$ cat src/irq_bank_pkg.sv
// Purpose: constants and types for the interrupt enable and priority bank
// Assumes: AHB-Lite slave, one clock, 16-bit words in the low bus lanes
// Notes: every offset and mask, and the enable and priority word reset values, used by the bank live here
package irq_bank_pkg;
    // byte offsets of the registers
    localparam logic [7:0] OFS_EN_WORD2 = 8'h00;
    localparam logic [7:0] OFS_EN_WORD3 = 8'h04;
    localparam logic [7:0] OFS_EN_WORD4 = 8'h08;
    localparam logic [7:0] OFS_PRI_WORD0 = 8'h0c;
    localparam logic [7:0] OFS_PRI_WORD1 = 8'h10;
    localparam logic [7:0] OFS_PRI_WORD2 = 8'h14;
    localparam logic [7:0] OFS_STATUS = 8'h18;
    localparam logic [7:0] OFS_CLEAR = 8'h1c;
    localparam logic [7:0] OFS_IRQ_ENABLE = 8'h20;
    // implemented bits of each word; all others read zero and drop writes
    localparam logic [15:0] EN_WORD2_MASK = 16'h0007;
    localparam logic [15:0] EN_WORD3_MASK = 16'h21ff;
    localparam logic [15:0] EN_WORD4_MASK = 16'h00f6;
    localparam logic [15:0] PRI_WORD_MASK = 16'h7777;
    // values after reset
    localparam logic [15:0] EN_WORD_RESET = 16'h0000;
    localparam logic [15:0] PRI_WORD_RESET = 16'h4444;
    localparam logic [2:0] PRI_DISABLED = 3'h0;
    // field layout of a priority word
    localparam int PRI_FIELDS = 4;
    localparam int PRI_FIELD_STRIDE = 4;
    localparam int PRI_SOURCES = 12;
    // status word: one bit per priority source, then one summary bit
    localparam int STATUS_BITS = 13;
    localparam int STATUS_EN_BIT = 12;
    // prioritised request handed to the core
    typedef struct packed {
        logic valid;
        logic [3:0] index;
        logic [2:0] level;
    } core_req_type;
endpackage : irq_bank_pkg
$ cat src/interrupt_enable_priority_bank.sv
// Purpose: per-source enable words 2..4 and priority words 0..2, with gating
// Assumes: requests are level flags synchronous to hclk
// Notes: AHB-Lite slave with zero wait states; read data in the low 16 bits
//
// Notes on behaviour
// - enable one passes request, zero blocks
// - unimplemented bits read zero, ignore writes
// - enable bits clear after reset
// - priority fields reset to binary 100
// - field 111 gives top level seven
// - fields 001 to 111 map levels one-seven
// - field 000 disables source regardless of enable
// - enable word 2 bits 2..0 gate three sources
// - word 3 bits 13, 8 live; bits 15, 14, 12..9 unimplemented
// - word 3 low byte gates eight sources
// - word 4 bits 7,6,5,4,2,1 gate sources
// - word 4 bits 15..8, 3, 0 read zero
// - priority word 0 fields at 14,10,6,2
// - priority word 1 holds four fields likewise
// - priority word 2 holds four fields likewise
// - bits 15, 11, 7, 3 read zero
//
// The AHB-Lite register port and the address map were chosen for this implementation.
`timescale 1ns/1ps
`default_nettype none
module interrupt_enable_priority_bank (
    // clock, reset and freeze
    input wire logic hclk,
    input wire logic hresetn,
    input wire logic ce,
    // ahb-lite slave
    input wire logic hsel,
    input wire logic [31:0] haddr,
    input wire logic [1:0] htrans,
    input wire logic hwrite,
    input wire logic [2:0] hsize,
    input wire logic [31:0] hwdata,
    input wire logic hready,
    output logic hreadyout,
    output logic hresp,
    output logic [31:0] hrdata,
    // sources gated by enable words 2, 3, 4 (bit 16*k+n is word k+2 bit n)
    input wire logic [47:0] en_src_req,
    output logic [47:0] en_src_grant,
    // sources with priority fields; index 4*word+field, field 0 at bits 2..0
    input wire logic [11:0] pri_src_req,
    input wire logic [11:0] pri_src_enable,
    output logic [11:0] pri_src_grant,
    // prioritised request to the core
    output irq_bank_pkg::core_req_type core_req,
    // summary interrupt
    output logic irq
);
    // register state
    logic [15:0] en_word2_reg;
    logic [15:0] en_word3_reg;
    logic [15:0] en_word4_reg;
    logic [15:0] pri_word0_reg;
    logic [15:0] pri_word1_reg;
    logic [15:0] pri_word2_reg;
    logic [12:0] status_reg;
    logic [12:0] irq_enable_reg;
    // data-phase bookkeeping
    logic dp_write_reg;
    logic dp_read_reg;
    logic [7:0] dp_addr_reg;
    // previous grants for event detection
    logic [11:0] pri_grant_reg;
    logic en_any_reg;
    // registered core request
    irq_bank_pkg::core_req_type core_req_reg;
    irq_bank_pkg::core_req_type core_req_next;
    // address phase accepted this cycle
    wire addr_ok = hsel & htrans[1] & hready;
    wire [15:0] wd = hwdata[15:0];
    wire wr_en2 = dp_write_reg & (dp_addr_reg == irq_bank_pkg::OFS_EN_WORD2);
    wire wr_en3 = dp_write_reg & (dp_addr_reg == irq_bank_pkg::OFS_EN_WORD3);
    wire wr_en4 = dp_write_reg & (dp_addr_reg == irq_bank_pkg::OFS_EN_WORD4);
    wire wr_pri0 = dp_write_reg &
        (dp_addr_reg == irq_bank_pkg::OFS_PRI_WORD0);
    wire wr_pri1 = dp_write_reg &
        (dp_addr_reg == irq_bank_pkg::OFS_PRI_WORD1);
    wire wr_pri2 = dp_write_reg &
        (dp_addr_reg == irq_bank_pkg::OFS_PRI_WORD2);
    wire wr_clear = dp_write_reg & (dp_addr_reg == irq_bank_pkg::OFS_CLEAR);
    wire wr_ien = dp_write_reg &
        (dp_addr_reg == irq_bank_pkg::OFS_IRQ_ENABLE);
    // all priority words side by side, word 0 lowest
    wire [47:0] pri_all = {pri_word2_reg, pri_word1_reg, pri_word0_reg};
    wire [47:0] en_all = {en_word4_reg, en_word3_reg, en_word2_reg};
    // per-source priority fields
    logic [2:0] pri_field [0:11];
    // event bits: new grants rising
    wire [11:0] pri_rise = pri_src_grant & ~pri_grant_reg;
    wire en_any = |en_src_grant;
    wire [12:0] status_set = {en_any & ~en_any_reg, pri_rise};
    wire [12:0] clr_bits = wr_clear ? hwdata[12:0] : 13'h0000;

    // enable gating; unimplemented positions hold zero so never pass
    assign en_src_grant = en_src_req & en_all;

    // per-source field extraction and gating
    genvar gi;
    generate
        for (gi = 0; gi < irq_bank_pkg::PRI_SOURCES; gi++) begin : g_src
            // field n of word w sits at bits 4n+2..4n
            assign pri_field[gi] =
                pri_all[gi*irq_bank_pkg::PRI_FIELD_STRIDE +: 3];
            // flag, enable and nonzero priority all needed
            assign pri_src_grant[gi] = pri_src_req[gi] & pri_src_enable[gi] &
                (pri_field[gi] != irq_bank_pkg::PRI_DISABLED);
        end
    endgenerate

    // highest level wins; equal levels go to the lower index
    always_comb begin
        core_req_next = '0;
        for (int i = 0; i < irq_bank_pkg::PRI_SOURCES; i++) begin
            // field value is the level itself, 7 highest
            if (pri_src_grant[i] &&
                (!core_req_next.valid ||
                 pri_field[i] > core_req_next.level)) begin
                core_req_next.valid = 1'b1;
                core_req_next.index = 4'(i);
                core_req_next.level = pri_field[i];
            end
        end
    end

    // bus answers: never waits, always okay
    assign hreadyout = 1'b1;
    assign hresp = 1'b0;

    // read mux; unmapped and unimplemented bits return zero
    always_comb begin
        hrdata = 32'h0000_0000;
        if (dp_read_reg) begin
            unique case (dp_addr_reg)
                irq_bank_pkg::OFS_EN_WORD2: hrdata[15:0] = en_word2_reg;
                irq_bank_pkg::OFS_EN_WORD3: hrdata[15:0] = en_word3_reg;
                irq_bank_pkg::OFS_EN_WORD4: hrdata[15:0] = en_word4_reg;
                irq_bank_pkg::OFS_PRI_WORD0: hrdata[15:0] = pri_word0_reg;
                irq_bank_pkg::OFS_PRI_WORD1: hrdata[15:0] = pri_word1_reg;
                irq_bank_pkg::OFS_PRI_WORD2: hrdata[15:0] = pri_word2_reg;
                irq_bank_pkg::OFS_STATUS: hrdata[12:0] = status_reg;
                irq_bank_pkg::OFS_IRQ_ENABLE: hrdata[12:0] = irq_enable_reg;
                default: hrdata = 32'h0000_0000;
            endcase
        end
    end

    // address phase capture
    always_ff @(posedge hclk or negedge hresetn) begin
        if (!hresetn) begin
            dp_write_reg <= 1'b0;
            dp_read_reg <= 1'b0;
            dp_addr_reg <= 8'h00;
        end else if (ce) begin
            dp_write_reg <= addr_ok & hwrite;
            dp_read_reg <= addr_ok & ~hwrite;
            dp_addr_reg <= haddr[7:0];
        end
    end

    // enable words, masked on write
    always_ff @(posedge hclk or negedge hresetn) begin
        if (!hresetn) begin
            en_word2_reg <= irq_bank_pkg::EN_WORD_RESET;
            en_word3_reg <= irq_bank_pkg::EN_WORD_RESET;
            en_word4_reg <= irq_bank_pkg::EN_WORD_RESET;
        end else if (ce) begin
            if (wr_en2)
                en_word2_reg <= wd & irq_bank_pkg::EN_WORD2_MASK;
            if (wr_en3)
                en_word3_reg <= wd & irq_bank_pkg::EN_WORD3_MASK;
            if (wr_en4)
                en_word4_reg <= wd & irq_bank_pkg::EN_WORD4_MASK;
        end
    end

    // priority words, separators masked off
    always_ff @(posedge hclk or negedge hresetn) begin
        if (!hresetn) begin
            pri_word0_reg <= irq_bank_pkg::PRI_WORD_RESET;
            pri_word1_reg <= irq_bank_pkg::PRI_WORD_RESET;
            pri_word2_reg <= irq_bank_pkg::PRI_WORD_RESET;
        end else if (ce) begin
            if (wr_pri0)
                pri_word0_reg <= wd & irq_bank_pkg::PRI_WORD_MASK;
            if (wr_pri1)
                pri_word1_reg <= wd & irq_bank_pkg::PRI_WORD_MASK;
            if (wr_pri2)
                pri_word2_reg <= wd & irq_bank_pkg::PRI_WORD_MASK;
        end
    end

    // sticky status: a new event beats a clear in the same cycle
    always_ff @(posedge hclk or negedge hresetn) begin
        if (!hresetn) begin
            status_reg <= 13'h0000;
            irq_enable_reg <= 13'h0000;
            pri_grant_reg <= 12'h000;
            en_any_reg <= 1'b0;
            core_req_reg <= '0;
        end else if (ce) begin
            status_reg <= (status_reg & ~clr_bits) | status_set;
            if (wr_ien)
                irq_enable_reg <= hwdata[12:0];
            pri_grant_reg <= pri_src_grant;
            en_any_reg <= en_any;
            core_req_reg <= core_req_next;
        end
    end

    assign core_req = core_req_reg;
    assign irq = |(status_reg & irq_enable_reg);

    // helper: low in the first cycle after reset release
    logic seen_reg;
    always_ff @(posedge hclk or negedge hresetn) begin
        if (!hresetn)
            seen_reg <= 1'b0;
        else
            seen_reg <= 1'b1;
    end

    a_reset_values: assert property (
        @(posedge hclk) disable iff (!hresetn)
        !seen_reg |-> (en_all == 48'h0) && (pri_word0_reg == 16'h4444) &&
            (pri_word1_reg == 16'h4444) && (pri_word2_reg == 16'h4444))
        else $error("registers not at reset values");

    a_en_block: assert property (
        @(posedge hclk) disable iff (!hresetn)
        !en_word3_reg[8] |-> !en_src_grant[24])
        else $error("disabled source passed");

    a_pri_zero_off: assert property (
        @(posedge hclk) disable iff (!hresetn)
        (pri_word1_reg[14:12] == 3'h0) |-> !pri_src_grant[7])
        else $error("priority zero source granted");

    a_sep_bits_zero: assert property (
        @(posedge hclk) disable iff (!hresetn)
        (pri_all & ~{3{16'h7777}}) == 48'h0)
        else $error("separator bit set");

    a_en4_write: assert property (
        @(posedge hclk) disable iff (!hresetn)
        (ce && wr_en4) |=> en_word4_reg == ($past(hwdata[15:0]) & 16'h00f6))
        else $error("enable word 4 write wrong");

    a_unimpl_read: assert property (
        @(posedge hclk) disable iff (!hresetn)
        (dp_read_reg && dp_addr_reg == 8'h04) |-> hrdata[15:14] == 2'b00 &&
            hrdata[12:9] == 4'h0 && hrdata[31:16] == 16'h0)
        else $error("unimplemented bits read nonzero");

    a_top_level: assert property (
        @(posedge hclk) disable iff (!hresetn)
        (ce && pri_src_grant[0] && pri_field[0] == 3'h7) |=>
            core_req.valid && core_req.level == 3'h7)
        else $error("level seven not on top");

    a_set_wins: assert property (
        @(posedge hclk) disable iff (!hresetn)
        (ce && pri_rise[3] && wr_clear && hwdata[3]) |=> status_reg[3])
        else $error("event lost to clear");

    a_status_hold: assert property (
        @(posedge hclk) disable iff (!hresetn)
        (status_reg[0] && !(wr_clear && hwdata[0])) |=> status_reg[0])
        else $error("sticky bit dropped");
endmodule : interrupt_enable_priority_bank
`default_nettype wire

$ cat config.mk
export PLATFORM = sky130hd
export DESIGN_NAME = interrupt_enable_priority_bank
export DESIGN_NICKNAME = d
export VERILOG_FILES = /design/src/irq_bank_pkg.sv /design/src/interrupt_enable_priority_bank.sv
export SDC_FILE = /design/constraint.sdc
export NUM_CORES = 1
export LEC_CHECK = 0
export ABC_CLOCK_PERIOD_IN_PS = 15100
export BUFFER_PORTS_ARGS = -buffer_cell sky130_fd_sc_hd__buf_2
export CAP_MARGIN = 20
export CORE_ASPECT_RATIO = 0.9
export CORE_MARGIN = 2
export CORE_UTILIZATION = 46
export DETAILED_ROUTE_END_ITERATION = 6
export PLACE_DENSITY = 0.77
export SYNTH_ARGS = -nofsm -noshare
export SYNTH_HDL_FRONTEND = slang
export SYNTH_SLANG_ARGS = --single-unit
export TNS_END_PERCENT = 30
$ cat constraint.sdc
create_clock -name hclk -period 15.1 [get_ports hclk]
set_input_delay 0.755 -clock hclk [delete_from_list [all_inputs] [get_ports hclk]]
set_output_delay 0.755 -clock hclk [all_outputs]
set_load 0.02 [all_outputs]
==> run summary <==
Outcome: finished, final reports clean
CP endpoint kind: flop
Final WL: 23700 microns
Fillcell total: 1277
Worst Hold Class: in2async
Post-synth top cells: dfrtp_1, mux2_2, nand2_1
Critical-path top delay cell: dfstp_2
WL met3: 1850 microns
Synth warn: 0
Chip Height: 124 microns
Hold-fix buffers at CTS: 0
Setup violators final: 0
Slew @ Worst Pin: 1.18 ns
Post-route DRC: 0
DRT Pass-1 Iters: 6
Seq/Total Area, Yosys: 38.6%
Synth area leaders: dfrtp_1, mux2_2, ha_1
M1 WL: 10100 microns
Startpoint types: flop
Detail Route Antenna Nets: 0
Synth top area share: 34.3%
Number of port buffers: 127
Via count: 6926
Synth cell types: 75
Share of cells above drive strength 1: 45.8%
Clock skew: 0.00741 ns
FMAX: 66.4 MHz
Crit-path leading delay family: compound AO/OA/AOI/OAI gates
Top-count cell post-synth: dfrtp_1
Grt ovf: 0
Clock-pin slew on the worst setup and hold paths: 0.08 ns
Setup WS pre-CTS: -0.797 ns
Post-synth EDFFs: 0
CP peak stage delay: 0.56 ns
Final worst-path cycle share: 99.7%
First-pass GRT wire length: 34900 microns
Post-Syn Area: 7300 sq um
Maxcap violations: 0
GPL Wtd Cong: 0.910
Clk root buf: clkbuf_16
Final HPWL DP: 16800 microns
H-tree lvl count: 3
Total CTS buffers: 9
Final hold vios: 0
Critical path data arrival time: 15.30 ns
Post-route setup slack: 0.0424 ns
Core ar.: 15500 sq um
DR WL/cell: 20.6 microns
CP Data Required Time: 15.34 ns
Worst slew margin: 20.5%
Layout Utilization: 61.6%
CTS Buffer Depth: 2
Met2 wire length: 11200 microns
Mapped Cells: 736
Synth-to-Final Area Change: 30.6%
Pins Over Slew Limit: 0
Initial Utilization: 47.1%
Tmin final: 15.06 ns
DR top layer: met4
Pin count of the biggest net entering global routing: 77
Setup CP Type: reg2reg
Vias in the first global route: 6367
Chip width: 137 microns
Pleak: 4.53 nW
I/O pin cnt: 250
Tot Pwr: 0.000654 W
Crit path top cell by count: ha_1
CTS tree: built
Row count: 43
Clk Latency, worst-skew pair: 0.35 ns
CP bufs+invs: 9
PD cells: 68.6 nW/um^2
Ys flop type: dfrtp_1
Asr flop ratio synth: 100%
Synthesized area per cell: 9.92 sq um
Critical Path Fanout Max: 6
Sink Count: 112
Area after DPL: 8560 sq um
Synth area leader: dfrtp_1
Peak VDD IR: 0.0000618 V
RSZ-0062 raised after global routing: yes
Initial antenna violation count: 0
Nets: 1124
Die Area: 16900 sq um
Gr usage total: 27.1%
Synthesis-stage register bit count: 112
Number of DRC markers in iteration 0: 672
Via/cell ratio: 6.00
Diode count: 0
Design area: 9540 sq um
[routing by layer]
layer | vias up | GRT usage [%]
met5 | - | 0
met4 | 0 | 7.67
met3 | 42 | 3.49
met2 | 358 | 42.9
met1 | 3437 | 39.2
li1 | 3089 | -
[metrics by stage]
| step | cells | hold slack, ns | setup TNS (ns) |
|---|---|---|---|
| 2_1_floorplan | 782 | 0.459 | 0 |
| 3_3_place_gp | 1114 | 0.459 | -2.90 |
| 3_5_place_dp | 1115 | 0.463 | -5.18 |
| 4_1_cts | 1141 | 0.381 | 0 |
| 5_1_grt | 1154 | 0.398 | -4.18 |
| 6_report | 1154 | 0.364 | 0 |
[power breakdown]
group / switching [W] / internal [W] / total (W)
combinational: 0.0000556 / 0.0000389 / 0.0000945
clock: 0.000118 / 0.000115 / 0.000233
sequential: 0.0000140 / 0.000313 / 0.000327
[cell type report]
class	instances	area (sq um)	share of cell area, %
multi-input cells	554	4600	48.2
flip-flops and latches	112	2820	29.5
repair buffers	227	1430	15.0
well taps	202	253	2.65
clock buffers	10	229	2.40
inverters	43	161	1.69
clock inverters	6	51.3	0.538
[final timing paths]
path	startpoint	to	slack [ns]	depth (start not counted)
min in group hclk	core_req[6]	core_req[6]	0.48	1
min reg2reg	core_req[6]	core_req[6]	0.48	1
max in group asynchronous	hresetn	en_word4_reg[7]	13.39	2
max reg2reg	pri_word0_reg[2]	core_req[4]	0.04	82
max	pri_word0_reg[2]	core_req[4]	0.04	82
min	hresetn	core_req[0]	0.36	1
[cells in the final DEF, fill, tap and decap left out, types with 17 or more instances in the layout]
cell type	netlist	layout
mux2_2	79	78
inv_1	41	38
buf_2	0	124
nand2_1	65	58
a222oi_1	17	17
nor2_1	34	30
and2_1	23	22
buf_4	48	93
a22oi_1	20	19
dfrtp_1	100	100
ha_1	30	18
o21ai_0	28	23
conb_1	2	48
[logic make-up (layout without fill, tap and decap cells)]
kind of cell	count (synthesis)	count (layout)	share of synthesized area (%)
fa+ha+maj	30	30	5.14
flops	112	112	38.6
mux	84	84	13.1
other cells	2	48	0.103
compound gates	194	194	21.3
buf+inv	116	286	8.43
simple gates	198	198	13.4
[worst reg2reg max path, delay by kind of cell, from the launching register on]
family	cells	cell delay, ns
adder cells (fa/ha/maj)	11	3.12
flip-flops	1	0.56
AND/OR/NAND/NOR	23	3.45
AO/OA/AOI/OAI	39	6.45
buffers and inverters	9	1.34
[what timing repair did]
item | in CTS | in global routing
setup buffers | 10 | 13
setup endpoints to repair | 7 | 7
gates resized for setup | 24 | 89
pin swaps | 19 | 74
Note: power is estimated with default switching activity, not from simulation.
